### src/rtl/ouv_cfg.svh
// Constants of the output undervoltage fault responder: clocking, register map, fields, delay tables.
// Assumes inclusion by the package, the rtl modules and the bench; the guard keeps one copy.
`ifndef OUV_CFG_SVH
`define OUV_CFG_SVH

`define OUV_CLK_PERIOD_NS 4
`define OUV_MS_NS         1000000
`define OUV_MS_CYCLES     (`OUV_MS_NS / `OUV_CLK_PERIOD_NS)
`define OUV_DIV_W         18
`define OUV_MS_W          12

`define OUV_ADDR_ACTION   8'h00
`define OUV_ADDR_THRESH   8'h04
`define OUV_ADDR_STATUS   8'h08
`define OUV_ADDR_MASK     8'h0c
`define OUV_ADDR_STATE    8'h10

`define OUV_ACTION_RST    8'h00
`define OUV_THRESH_RST    16'h0000
`define OUV_MASK_RST      4'h0

`define OUV_RESP_MSB      7
`define OUV_RESP_LSB      6
`define OUV_RETRY_MSB     5
`define OUV_RETRY_LSB     3
`define OUV_DELAY_MSB     2
`define OUV_DELAY_LSB     0

`define OUV_RESP_IGNORE   2'h0
`define OUV_RESP_DELAYED  2'h1
`define OUV_RESP_RETRY    2'h2
`define OUV_RESP_HOLD     2'h3
`define OUV_RETRY_INF     3'h7

`define OUV_EV_FAULT      0
`define OUV_EV_SHUT       1
`define OUV_EV_LATCH      2
`define OUV_EV_RESTART    3

`define OUV_AXI_OKAY      2'h0
`define OUV_AXI_SLVERR    2'h2

// Fault-to-shutdown delays, 10 ms to 1280 ms.
`define OUV_DT1_0 12'h00a
`define OUV_DT1_1 12'h014
`define OUV_DT1_2 12'h028
`define OUV_DT1_3 12'h050
`define OUV_DT1_4 12'h0a0
`define OUV_DT1_5 12'h140
`define OUV_DT1_6 12'h280
`define OUV_DT1_7 12'h500
// Restart intervals, 252 ms to 2604 ms.
`define OUV_DT2_0 12'h0fc
`define OUV_DT2_1 12'h22e
`define OUV_DT2_2 12'h39c
`define OUV_DT2_3 12'h4ec
`define OUV_DT2_4 12'h63c
`define OUV_DT2_5 12'h78c
`define OUV_DT2_6 12'h8dc
`define OUV_DT2_7 12'ha2c

`endif

### src/rtl/ouv_pkg.sv
// Types and helper functions of the output undervoltage fault responder.
// Assumes ouv_cfg.svh is on the include path.
`include "ouv_cfg.svh"

package ouv_pkg;

  typedef enum logic [2:0] {OUV_RUN, OUV_DELAY, OUV_OFF_WAIT, OUV_HOLD, OUV_LATCH} ouv_state_t;
  typedef logic [`OUV_MS_W-1:0] ouv_ms_t;

  function automatic ouv_ms_t ouv_trip_ms(input logic [2:0] sel);
    case (sel)
      3'h0: ouv_trip_ms = `OUV_DT1_0;
      3'h1: ouv_trip_ms = `OUV_DT1_1;
      3'h2: ouv_trip_ms = `OUV_DT1_2;
      3'h3: ouv_trip_ms = `OUV_DT1_3;
      3'h4: ouv_trip_ms = `OUV_DT1_4;
      3'h5: ouv_trip_ms = `OUV_DT1_5;
      3'h6: ouv_trip_ms = `OUV_DT1_6;
      default: ouv_trip_ms = `OUV_DT1_7;
    endcase
  endfunction

  function automatic ouv_ms_t ouv_restart_ms(input logic [2:0] sel);
    case (sel)
      3'h0: ouv_restart_ms = `OUV_DT2_0;
      3'h1: ouv_restart_ms = `OUV_DT2_1;
      3'h2: ouv_restart_ms = `OUV_DT2_2;
      3'h3: ouv_restart_ms = `OUV_DT2_3;
      3'h4: ouv_restart_ms = `OUV_DT2_4;
      3'h5: ouv_restart_ms = `OUV_DT2_5;
      3'h6: ouv_restart_ms = `OUV_DT2_6;
      default: ouv_restart_ms = `OUV_DT2_7;
    endcase
  endfunction

  // All-ones retry code never runs out of attempts.
  function automatic logic ouv_can_retry(input logic [2:0] retry, input logic [2:0] used);
    ouv_can_retry = (retry == `OUV_RETRY_INF) || (used < retry);
  endfunction

  function automatic logic [31:0] ouv_merge(input logic [31:0] old, input logic [31:0] wd,
                                            input logic [3:0] strb);
    logic [31:0] r;
    r = old;
    for (int i = 0; i < 4; i++) begin
      if (strb[i]) begin
        r[i*8 +: 8] = wd[i*8 +: 8];
      end
    end
    ouv_merge = r;
  endfunction

endpackage

### src/rtl/ouv_tmr_if.sv
// Handshake between the fault sequencer and its millisecond timer.
// Assumes both ends run on the same clock.
`timescale 1ns/1ps

interface ouv_tmr_if;
  import ouv_pkg::*;
  logic    load;
  ouv_ms_t ms;
  logic    done;
  logic    busy;
  modport ctrl  (output load, output ms, input done, input busy);
  modport timer (input load, input ms, output done, output busy);
endinterface

### src/rtl/ouv_top.sv
// Output undervoltage fault responder with an AXI4-Lite register slave.
// Assumes vout_meas comes from logic on aclk; power_on and bias_ok are pins.
// Function
// Flag fault when output below threshold.
// Code 01: run delay one, then shut down.
// Code 10: shut down at once, then retry.
// Code 11: hold off until fault clears.
// Retry field 0 to 6, seven unlimited.
// Retries used up: stay off until cleared.
// Reset, power cycle, bias loss clear latch.
// Wait delay two between restart attempts.
// Wait delay one before disabling output.
// Delay codes map to fixed millisecond times.
//
// Implementation choices: the register offsets and the AXI4-Lite register port.
`timescale 1ns/1ps
`include "ouv_cfg.svh"

module ouv_top
  import ouv_pkg::*;
#(
  parameter int unsigned MS_CYCLES = `OUV_MS_CYCLES
) (
  input  wire logic        aclk,
  input  wire logic        aresetn,
  input  wire logic [7:0]  s_axi_awaddr,
  input  wire logic        s_axi_awvalid,
  output logic             s_axi_awready,
  input  wire logic [31:0] s_axi_wdata,
  input  wire logic [3:0]  s_axi_wstrb,
  input  wire logic        s_axi_wvalid,
  output logic             s_axi_wready,
  output logic [1:0]       s_axi_bresp,
  output logic             s_axi_bvalid,
  input  wire logic        s_axi_bready,
  input  wire logic [7:0]  s_axi_araddr,
  input  wire logic        s_axi_arvalid,
  output logic             s_axi_arready,
  output logic [31:0]      s_axi_rdata,
  output logic [1:0]       s_axi_rresp,
  output logic             s_axi_rvalid,
  input  wire logic        s_axi_rready,
  input  wire logic [15:0] vout_meas,
  input  wire logic        power_on,
  input  wire logic        bias_ok,
  output logic             out_enable,
  output logic             irq
);

  ouv_tmr_if tmr ();

  ouv_ms_timer #(
    .MS_CYCLES (MS_CYCLES)
  ) u_timer (
    .aclk    (aclk),
    .aresetn (aresetn),
    .tmr     (tmr)
  );

  logic [7:0]  action_reg;
  logic [15:0] thresh_reg;
  logic [3:0]  status_reg;
  logic [3:0]  mask_reg;
  logic [3:0]  events;
  logic        fault_reg;
  ouv_state_t  state_reg;
  logic [2:0]  used_reg;
  logic        out_en_reg;
  logic [1:0]  pwr_sync_reg;
  logic [1:0]  bias_sync_reg;
  logic        supply_ok;
  logic [1:0]  resp;
  logic [2:0]  retry;
  logic [2:0]  dsel;
  logic        may_retry;

  assign resp      = action_reg[`OUV_RESP_MSB:`OUV_RESP_LSB];
  assign retry     = action_reg[`OUV_RETRY_MSB:`OUV_RETRY_LSB];
  assign dsel      = action_reg[`OUV_DELAY_MSB:`OUV_DELAY_LSB];
  assign may_retry = ouv_can_retry(retry, used_reg);
  assign supply_ok = pwr_sync_reg[1] && bias_sync_reg[1];
  assign out_enable = out_en_reg;

  // Both supply pins are asynchronous to aclk.
  always_ff @(posedge aclk) begin
    if (!aresetn) begin
      pwr_sync_reg  <= 2'h0;
      bias_sync_reg <= 2'h0;
    end else begin
      pwr_sync_reg  <= {pwr_sync_reg[0], power_on};
      bias_sync_reg <= {bias_sync_reg[0], bias_ok};
    end
  end

  always_ff @(posedge aclk) begin
    if (!aresetn) begin
      fault_reg <= 1'b0;
    end else begin
      fault_reg <= (vout_meas < thresh_reg);
    end
  end

  // Sequencer. After a restart the attempt count is only forgiven once the output has stayed
  // fault-free for a full restart interval, so a fault that keeps coming back still runs out.
  always_ff @(posedge aclk) begin
    if (!aresetn) begin
      state_reg <= OUV_RUN;
      used_reg  <= 3'h0;
      tmr.load  <= 1'b0;
      tmr.ms    <= '0;
      events    <= 4'h0;
    end else begin
      tmr.load <= 1'b0;
      events   <= 4'h0;
      if (!supply_ok) begin
        state_reg <= OUV_RUN;
        used_reg  <= 3'h0;
      end else begin
        unique case (state_reg)
          OUV_RUN: begin
            if (fault_reg && resp != `OUV_RESP_IGNORE) begin
              events[`OUV_EV_FAULT] <= 1'b1;
              unique case (resp)
                `OUV_RESP_DELAYED: begin
                  state_reg <= OUV_DELAY;
                  tmr.load  <= 1'b1;
                  tmr.ms    <= ouv_trip_ms(dsel);
                end
                `OUV_RESP_HOLD: begin
                  state_reg <= OUV_HOLD;
                  events[`OUV_EV_SHUT] <= 1'b1;
                end
                default: begin
                  events[`OUV_EV_SHUT] <= 1'b1;
                  if (may_retry) begin
                    state_reg <= OUV_OFF_WAIT;
                    tmr.load  <= 1'b1;
                    tmr.ms    <= ouv_restart_ms(dsel);
                  end else begin
                    state_reg <= OUV_LATCH;
                    events[`OUV_EV_LATCH] <= 1'b1;
                  end
                end
              endcase
            end else if (tmr.done) begin
              used_reg <= 3'h0;
            end else if (used_reg != 3'h0 && !tmr.busy && !tmr.load) begin
              tmr.load <= 1'b1;
              tmr.ms   <= ouv_restart_ms(dsel);
            end
          end
          OUV_DELAY: begin
            if (!fault_reg) begin
              // A trip count still running must not end up forgiving attempts early.
              state_reg <= OUV_RUN;
              tmr.load  <= 1'b1;
              tmr.ms    <= ouv_restart_ms(dsel);
            end else if (tmr.done) begin
              events[`OUV_EV_SHUT] <= 1'b1;
              if (may_retry) begin
                state_reg <= OUV_OFF_WAIT;
                tmr.load  <= 1'b1;
                tmr.ms    <= ouv_restart_ms(dsel);
              end else begin
                state_reg <= OUV_LATCH;
                events[`OUV_EV_LATCH] <= 1'b1;
              end
            end
          end
          OUV_OFF_WAIT: begin
            if (tmr.done) begin
              state_reg <= OUV_RUN;
              events[`OUV_EV_RESTART] <= 1'b1;
              if (used_reg != `OUV_RETRY_INF) begin
                used_reg <= used_reg + 1'b1;
              end
            end
          end
          OUV_HOLD: begin
            if (!fault_reg) begin
              state_reg <= OUV_RUN;
              tmr.load  <= 1'b1;
              tmr.ms    <= ouv_restart_ms(dsel);
            end
          end
          OUV_LATCH: begin
            state_reg <= OUV_LATCH;
          end
        endcase
      end
    end
  end

  always_ff @(posedge aclk) begin
    if (!aresetn) begin
      out_en_reg <= 1'b0;
    end else begin
      out_en_reg <= supply_ok && (state_reg == OUV_RUN || state_reg == OUV_DELAY);
    end
  end

  // AXI4-Lite write side: address and data are taken in either order, then one response.
  logic       aw_got_reg;
  logic       w_got_reg;
  logic [7:0] waddr_reg;
  logic [31:0] wdata_reg;
  logic [3:0] wstrb_reg;
  logic       wr_fire;

  assign s_axi_awready = !aw_got_reg && !s_axi_bvalid;
  assign s_axi_wready  = !w_got_reg && !s_axi_bvalid;
  assign wr_fire       = aw_got_reg && w_got_reg;

  always_ff @(posedge aclk) begin
    if (!aresetn) begin
      aw_got_reg   <= 1'b0;
      w_got_reg    <= 1'b0;
      waddr_reg    <= 8'h00;
      wdata_reg    <= 32'h0000_0000;
      wstrb_reg    <= 4'h0;
      s_axi_bvalid <= 1'b0;
      s_axi_bresp  <= `OUV_AXI_OKAY;
    end else begin
      if (s_axi_awvalid && s_axi_awready) begin
        aw_got_reg <= 1'b1;
        waddr_reg  <= s_axi_awaddr;
      end
      if (s_axi_wvalid && s_axi_wready) begin
        w_got_reg <= 1'b1;
        wdata_reg <= s_axi_wdata;
        wstrb_reg <= s_axi_wstrb;
      end
      if (wr_fire) begin
        aw_got_reg   <= 1'b0;
        w_got_reg    <= 1'b0;
        s_axi_bvalid <= 1'b1;
        case (waddr_reg)
          `OUV_ADDR_ACTION, `OUV_ADDR_THRESH, `OUV_ADDR_STATUS,
          `OUV_ADDR_MASK, `OUV_ADDR_STATE: s_axi_bresp <= `OUV_AXI_OKAY;
          default:                         s_axi_bresp <= `OUV_AXI_SLVERR;
        endcase
      end else if (s_axi_bvalid && s_axi_bready) begin
        s_axi_bvalid <= 1'b0;
      end
    end
  end

  always_ff @(posedge aclk) begin
    if (!aresetn) begin
      action_reg <= `OUV_ACTION_RST;
      thresh_reg <= `OUV_THRESH_RST;
      mask_reg   <= `OUV_MASK_RST;
    end else if (wr_fire) begin
      case (waddr_reg)
        `OUV_ADDR_ACTION: action_reg <= 8'(ouv_merge({24'h0, action_reg}, wdata_reg, wstrb_reg));
        `OUV_ADDR_THRESH: thresh_reg <= 16'(ouv_merge({16'h0, thresh_reg}, wdata_reg, wstrb_reg));
        `OUV_ADDR_MASK:   mask_reg   <= 4'(ouv_merge({28'h0, mask_reg}, wdata_reg, wstrb_reg));
        default: ;
      endcase
    end
  end

  // AXI4-Lite read side: data one cycle after the address is taken.
  logic rd_status;

  assign s_axi_arready = !s_axi_rvalid;
  assign rd_status     = s_axi_arvalid && s_axi_arready && (s_axi_araddr == `OUV_ADDR_STATUS);

  always_ff @(posedge aclk) begin
    if (!aresetn) begin
      s_axi_rvalid <= 1'b0;
      s_axi_rdata  <= 32'h0000_0000;
      s_axi_rresp  <= `OUV_AXI_OKAY;
    end else if (s_axi_arvalid && s_axi_arready) begin
      s_axi_rvalid <= 1'b1;
      s_axi_rresp  <= `OUV_AXI_OKAY;
      case (s_axi_araddr)
        `OUV_ADDR_ACTION: s_axi_rdata <= {24'h0, action_reg};
        `OUV_ADDR_THRESH: s_axi_rdata <= {16'h0, thresh_reg};
        `OUV_ADDR_STATUS: s_axi_rdata <= {28'h0, status_reg};
        `OUV_ADDR_MASK:   s_axi_rdata <= {28'h0, mask_reg};
        `OUV_ADDR_STATE:  s_axi_rdata <= {23'h0, used_reg, 1'b0, state_reg, out_en_reg, fault_reg};
        default: begin
          s_axi_rdata <= 32'h0000_0000;
          s_axi_rresp <= `OUV_AXI_SLVERR;
        end
      endcase
    end else if (s_axi_rvalid && s_axi_rready) begin
      s_axi_rvalid <= 1'b0;
    end
  end

  // A read clears what it returned; an event in the same cycle survives the clear.
  always_ff @(posedge aclk) begin
    if (!aresetn) begin
      status_reg <= 4'h0;
    end else begin
      status_reg <= (rd_status ? 4'h0 : status_reg) | events;
    end
  end

  assign irq = |(status_reg & mask_reg);
endmodule

### src/rtl/ouv_ms_timer.sv
// Millisecond countdown timer: a divider makes a one-cycle tick each millisecond.
// Assumes a load pulse with a non-zero count; a new load restarts the count.
`timescale 1ns/1ps
`include "ouv_cfg.svh"

module ouv_ms_timer
  import ouv_pkg::*;
#(
  parameter int unsigned MS_CYCLES = `OUV_MS_CYCLES
) (
  input wire logic aclk,
  input wire logic aresetn,
  ouv_tmr_if.timer tmr
);

  localparam logic [`OUV_DIV_W-1:0] DIV_LAST = `OUV_DIV_W'(MS_CYCLES - 1);

  logic [`OUV_DIV_W-1:0] div_reg;
  ouv_ms_t               left_reg;
  logic                  busy_reg;
  logic                  done_reg;
  logic                  tick;

  assign tick     = busy_reg && (div_reg == DIV_LAST);
  assign tmr.busy = busy_reg;
  assign tmr.done = done_reg;

  always_ff @(posedge aclk) begin
    if (!aresetn) begin
      div_reg <= '0;
    end else if (tmr.load || tick) begin
      div_reg <= '0;
    end else if (busy_reg) begin
      div_reg <= div_reg + 1'b1;
    end
  end

  // Millisecond resolution derived from the core clock.
  always_ff @(posedge aclk) begin
    if (!aresetn) begin
      left_reg <= '0;
      busy_reg <= 1'b0;
      done_reg <= 1'b0;
    end else begin
      done_reg <= 1'b0;
      if (tmr.load) begin
        left_reg <= (tmr.ms == '0) ? ouv_ms_t'(1) : tmr.ms;
        busy_reg <= 1'b1;
      end else if (tick) begin
        if (left_reg == ouv_ms_t'(1)) begin
          busy_reg <= 1'b0;
          done_reg <= 1'b1;
        end
        left_reg <= left_reg - 1'b1;
      end
    end
  end
endmodule

### config.mk
export PLATFORM = sky130hd
export DESIGN_NAME = ouv_top
export DESIGN_NICKNAME = d
export VERILOG_FILES = /design/src/rtl/ouv_pkg.sv /design/src/rtl/ouv_tmr_if.sv /design/src/rtl/ouv_top.sv /design/src/rtl/ouv_ms_timer.sv
export VERILOG_INCLUDE_DIRS = /design/src /design/src/rtl
export SDC_FILE = /design/constraint.sdc
export NUM_CORES = 1
export LEC_CHECK = 0
export BUFFER_PORTS_ARGS = -buffer_cell sky130_fd_sc_hd__buf_2
export CAP_MARGIN = 20
export CORE_ASPECT_RATIO = 0.9
export CORE_MARGIN = 2
export CORE_UTILIZATION = 51
export DETAILED_ROUTE_END_ITERATION = 8
export PLACE_DENSITY = 0.77
export SLEW_MARGIN = 20
export SYNTH_ARGS = -nofsm -noshare
export SYNTH_HDL_FRONTEND = slang
export SYNTH_SLANG_ARGS = --single-unit
### constraint.sdc
create_clock -name aclk -period 1.96 [get_ports aclk]
set_input_delay 0.098 -clock aclk [delete_from_list [all_inputs] [get_ports aclk]]
set_output_delay 0.098 -clock aclk [all_outputs]
set_load 0.02 [all_outputs]
* Yosys cells after proc, flatten, opt, wreduce, memory -nomap -nowiden
Index checks and enable logic that the tools add are counted.
Word-level totals: bits of input ports 77, output and inout bits 43, word-level logic and storage cells 183, register bits 159
Cells by class: equality and inequality tests 34, mux-type cells 55, reductions and logical operators 55, order comparisons 2, add/sub/neg operators 3, bitwise operators 4
Operator list (number):
- 2-to-1 mux 12 bit | 10
- one-hot mux 12 bit (7 select lines) | 1
- one-hot mux 16 bit (5 select lines) | 1
- one-hot mux 11 bit (7 select lines) | 1
- one-hot mux 12 bit (3 select lines) | 1
- == test 8 x 4 -> 1 bit, second input constant | 4
- 2-to-1 mux 3 bit | 10
- one-hot mux 12 bit (2 select lines) | 1
- 2-to-1 mux 1 bit | 19
- adder 18 x 1 -> 18 bit, second input constant | 1
- == test 18 bit, second input constant | 1
- AND reduction 3 bit | 6
- == test 8 x 3 -> 1 bit, second input constant | 2
- == test 8 x 5 -> 1 bit, second input constant | 2
- zero test 8 bit | 2
- < comparator 16 bit | 1
- == test 3 bit, second input constant | 5
- logical AND 1 bit | 15
- one-hot mux 3 bit (5 select lines) | 1
- == test 12 x 1 -> 1 bit, second input constant | 1
- == test 3 x 2 -> 1 bit, second input constant | 4
- zero test 12 bit | 1
- != test 3 bit, second input constant | 4
- one-hot mux 3 bit (2 select lines) | 2
- other kinds (30) | 57

* Depth between registers and ports, before layout
depth after elaboration 7, depth in mapped cells 9, gate-level depth less buffers 8

* Hierarchy
A second synthesis with hierarchy kept.
Second synthesis, totals: cells, all modules 854, area, all modules 7055.5 um^2
By module, submodules not included:
- ouv_top | sequential area each 2182.1 um^2, instances 1, area each 5283.8 um^2, cells an instance 638
- ouv_ms_timer | sequential area each 640.6 um^2, instances 1, area each 1771.7 um^2, cells an instance 216

* Worst setup path after synthesis
Ideal clock, no wire load.
path kind register to register, start register used_reg[0], end register tmr.ms[3], clock period less this slack 1.952 ns, buffers on the path 1, arrival 1.861 ns, setup slack 0.008 ns, required time 1.869 ns, stages on the path, launching flop included 9, setup time 0.091 ns, path through dfxtp_1 inv_1 ha_1 a2111oi_0 a221o_1 and2_1 buf_4 a21oi_1 a311oi_1
Between the ends: word-level cells in the longest chain between the ends 6, elaborated cells on any way between the ends 13, those cells by class order compare: 1; eq/ne: 1; mux: 6; reduce/logical: 5
RTL lines:
- start, declared | line ouv_top.sv:67 | logic [2:0] used_reg;
- start signal, assigned | line ouv_top.sv:175 | used_reg <= used_reg + 1'b1;
- < comparator 3 bit | line ouv_pkg.sv:38 | ouv_can_retry = (retry == `OUV_RETRY_INF) || (used < retry);
- logical OR 1 bit | line ouv_pkg.sv:38
- 2-to-1 mux 12 bit
- one-hot mux 12 bit (2 select lines) or 2-to-1 mux 12 bit (tied branches)
- 2-to-1 mux 12 bit, on equally long branches
- one-hot mux 12 bit (3 select lines)
- end signal, assigned | line ouv_top.sv:127 | tmr.ms <= ouv_trip_ms(dsel);
- end signal, assigned | line ouv_top.sv:138 | tmr.ms <= ouv_restart_ms(dsel);
- end signal, assigned | line ouv_top.sv:149 | tmr.ms <= ouv_restart_ms(dsel);
- end, declared | line ouv_tmr_if.sv:8 | ouv_ms_t ms;
Parallel ways exist; a longest one is shown, timed or not. The select of a mux whose other input is x is not followed. A chain may end at the register's enable or synchronous reset.

* Worst setup path in the final report
start register waddr_reg[1], end register action_reg[5]
Between the ends: word-level cells in the longest chain between the ends 2
RTL lines:
- start, declared | line ouv_top.sv:205 | logic [7:0] waddr_reg;
- start signal, assigned | line ouv_top.sv:226 | waddr_reg <= s_axi_awaddr;
- zero test 8 bit | line ouv_top.sv:254 | case (waddr_reg)
- AND reduction 3 bit (no line)
- end signal, assigned | line ouv_top.sv:250 | action_reg <= `OUV_ACTION_RST;
- end signal, assigned | line ouv_top.sv:255 | `OUV_ADDR_ACTION: action_reg <= 8'(ouv_merge({24'h0, action_reg}, wdata_reg, wstrb_reg));
- end, declared | line ouv_top.sv:60 | logic [7:0] action_reg;
No other way between the ends.

==> results.yml <==
outcome:
  status: "finished clean"
global_route:
  groute.usage.overall_pct: 24.4
  number_of_global_route_vias_before_repair: 6059
  grt_start_max_net_pins: 77
  grt_overflow: 0
  antenna_found_initial: 0
  grt_pass1_wl_um: 28300
pwr:
  power_density_nw_per_um2: 799
  ir_drop_worst_case_vdd_uv: 720
  power_w: 0.00707
  total_leakage_power_nw: 3.74
detailed_routing:
  detail_route.wl_per_cell_um: 15.2
  routed_wirelength_um: 17500
  viasPerCell: 5.56
  detailroute.via_count: 6409
  drc_violation_count_after_routing: 0
  detailedRoute.firstPassIterationCount: 5
  drtAntennaViolNets: 0
  first_iter_violations: 565
sta:
  timing.final.setup_violations: 0
  max_slew.worst_pin.slew_ps: 655
  final-max-slew-violation-count: 0
  rsz0062_at_grt: "true"
  whs_ps: 61.7
  worst_clock_skew_ps: 5.52
  report.final.hold_viol_count: 0
  tcrit_tclk_final_pct: 100
  max_freq_mhz: 510
  post_route_minimum_period_ps: 1960
  setup_slack_ps: 0.841
  worst_slew_margin_rel_pct: 56.3
  final.setup.tns_ps: 0
yosys:
  yosysTopAreaCellShare_pct: 41.4
  synthAdderAreaFrac_pct: 4.22
  synthesized_area_fraction_occupied_by_and_or_nand_nor_cells_pct: 22.3
  ys_dominant_reg_cell: "dfxtp_1"
  postSynthCellCount: 817
  postSynth.asyncResetShare_pct: 0
  synth_cell_types: 63
  yosys-top-cells-area: "dfxtp_1 (41%), mux2i_1 (5.9%), nor2_1 (5.7%)"
  postSynthAreaPerCell_um2: 8.34
  synthXorXnorAreaFrac_pct: 3.73
  netlist_area_um2: 6820
  synth_area_leader: "dfxtp_1"
  number_of_flops_mapped_to_enable_cells_by_yosys: 0
  synth.ff_latch_count: 141
  yosys-mux-area-fraction_pct: 5.87
  yosysSeqAreaShare_pct: 41.4
  synth_compound_gate_area_share_pct: 15.9
  synth_top_family_by_area: "simple AND/OR/NAND/NOR gates"
  yosysWarningCount: 0
clock_tree:
  cts.clk_slew.worst_paths_ps: 60
  tritoncts: "yes"
  ctsLongestPathBuffers: 2
  clk_latency_ps: 420
  count_of_h_tree_levels_built_during_cts: 4
  root_buffer: "clkbuf_16"
  tritoncts.num_buffers: 17
  cts_sinks: 141
placement:
  globalplace.congestion: 0.859
  io_buffers: 83
  dp_slack_ps: -73.0
  dp.final_hpwl_um: 11800
  numPlacedInstances: 1087
worst_setup_path:
  crit_chain: "or4_4 -> nor3_4 -> nand3_2 -> or3_4 -> mux2i_2 -> nor2_1"
  timing.critical_path.buf_inv: 0
  cp.required_ps: 2260
  critPathTopFamily: "simple AND/OR/NAND/NOR gates"
  setup.worst_path.end_class: "flip-flop"
  startpoint_type: "flip-flop"
  worst_stage_delay_on_the_critical_path_ps: 550
  timing.setup.critical_path_class: "flip-flop to flip-flop"
  path_max_fanout: 8
  timing.critical_path.slowest_stage_cell: "or4_4"
  setup.reg_to_reg.worst_slack_ps: 0.8
  worst_ep_arrival_time_ps: 2260
job:
  drv.max_cap_violation_count: 0
finish:
  nNetsFinal: 1073
  flip_flop_count_of_the_largest_register_all_copies_and_words_added: 18
  antennaDiodeCount: 0
  area_delta_synth_final_pct: 29.9
  layout_commonest_cell: "dfxtp_1"
  final-instance-count-excl-fill: 1153
  top_library_cells_by_usage_in_the_layout_fill_and_taps_aside: "dfxtp_1 (134), nor2_1 (103), nand2_1 (93)"
  layout.filler_cells: 1090
  drive_gt1_share_pct: 22.9
worst_hold_path:
  min-delay-path-class: "input port to flip-flop"
die:
  die_area_um2: 14300
  die_w_um: 126
  core_area_um2: 13200
  die_height_um: 114
  io_pins: 120
  row_count: 40
  floorplan.initialDensity_pct: 51.6
-- cell families after synthesis --
group                      after synthesis
muxes                                   40
AOI/OAI and AO/OA                      176
xor gates and xnor gates                29
other                                    1
adders and majority gates               23
buffers and inverters                   94
DFF                                    141
and+or+nand+nor                        313
-- metrics by stage --
| stage | utilization (%) | cell area (um2) |
|---|---|---|
| 2_1_floorplan | - | 6880 |
| 3_3_place_gp | 58.3 | 7710 |
| 3_5_place_dp | 58.3 | 7710 |
| 4_1_cts | 66.1 | 8730 |
| 5_1_grt | 67.0 | 8850 |
| 6_report | 67.0 | 8850 |
-- final cells by class --
type                       count  area (um2)  area share (%)
multi-input combinational    599        3740            42.3
sequential                   141        2830            32.0
timing repair buffer         183        1290            14.5
clock buffer                  20         447            5.05
clock inverter                11         214            2.42
tap                          168         210            2.38
inverter                      31         116            1.31
-- power by group --
group / switching, W / internal, W
logic: 0.000277 / 0.000209
clock network: 0.00120 / 0.00241
registers: 0.0000460 / 0.00292
-- synthesized netlist by cell type (all sizes together), types with 5 or more instances --
library cell  instances
dfxtp               141
nor2                104
nand2                95
a21oi                71
mux2i                40
o21ai                37
clkbuf               32
buf                  31
inv                  31
ha                   23
nand3                16
nor3                 16
a22oi                15
xor2                 15
xnor2                14
and2                 12
nand2b               10
nor4                 10
a211oi                9
nor2b                 9
a31oi                 8
nand4                 8
and3                  7
a32o                  6
o22a                  5
-- worst register-to-register path, delay by kind of cell, from the launching register on --
family / cells / cell delay (ps)
AND/OR/NAND/NOR: 5 / 1290
multiplexers: 1 / 230
flip-flops: 1 / 310
-- layer usage --
layer	routed length, um	vias up	track usage, %
met5	0	-	0
met4	324	0	8.79
li1	-	3135	-
met3	910	35	5.72
met1	7750	3037	31.1
met2	8540	202	40.7
-- path summary, 6_finish.rpt --
| kind | from | to | cells past startpoint |
|---|---|---|---|
| worst min-delay path | vout_meas[15] | fault_reg | 4 |
| worst min register to register | bias_sync_reg[0] | bias_sync_reg[1] | 1 |
| worst max register to register | waddr_reg[1] | action_reg[5] | 6 |
| worst max-delay path | waddr_reg[1] | action_reg[5] | 6 |
-- what timing repair did --
item                                   CTS  global route
pin swaps                                1            11
hold buffers                            32             0
endpoints found under the hold margin   31             0
gates resized for setup                 13            30
setup buffers                            1             3
gates cloned                             0             0
setup endpoints to repair               24            35
(Power assumes the default switching activity.)
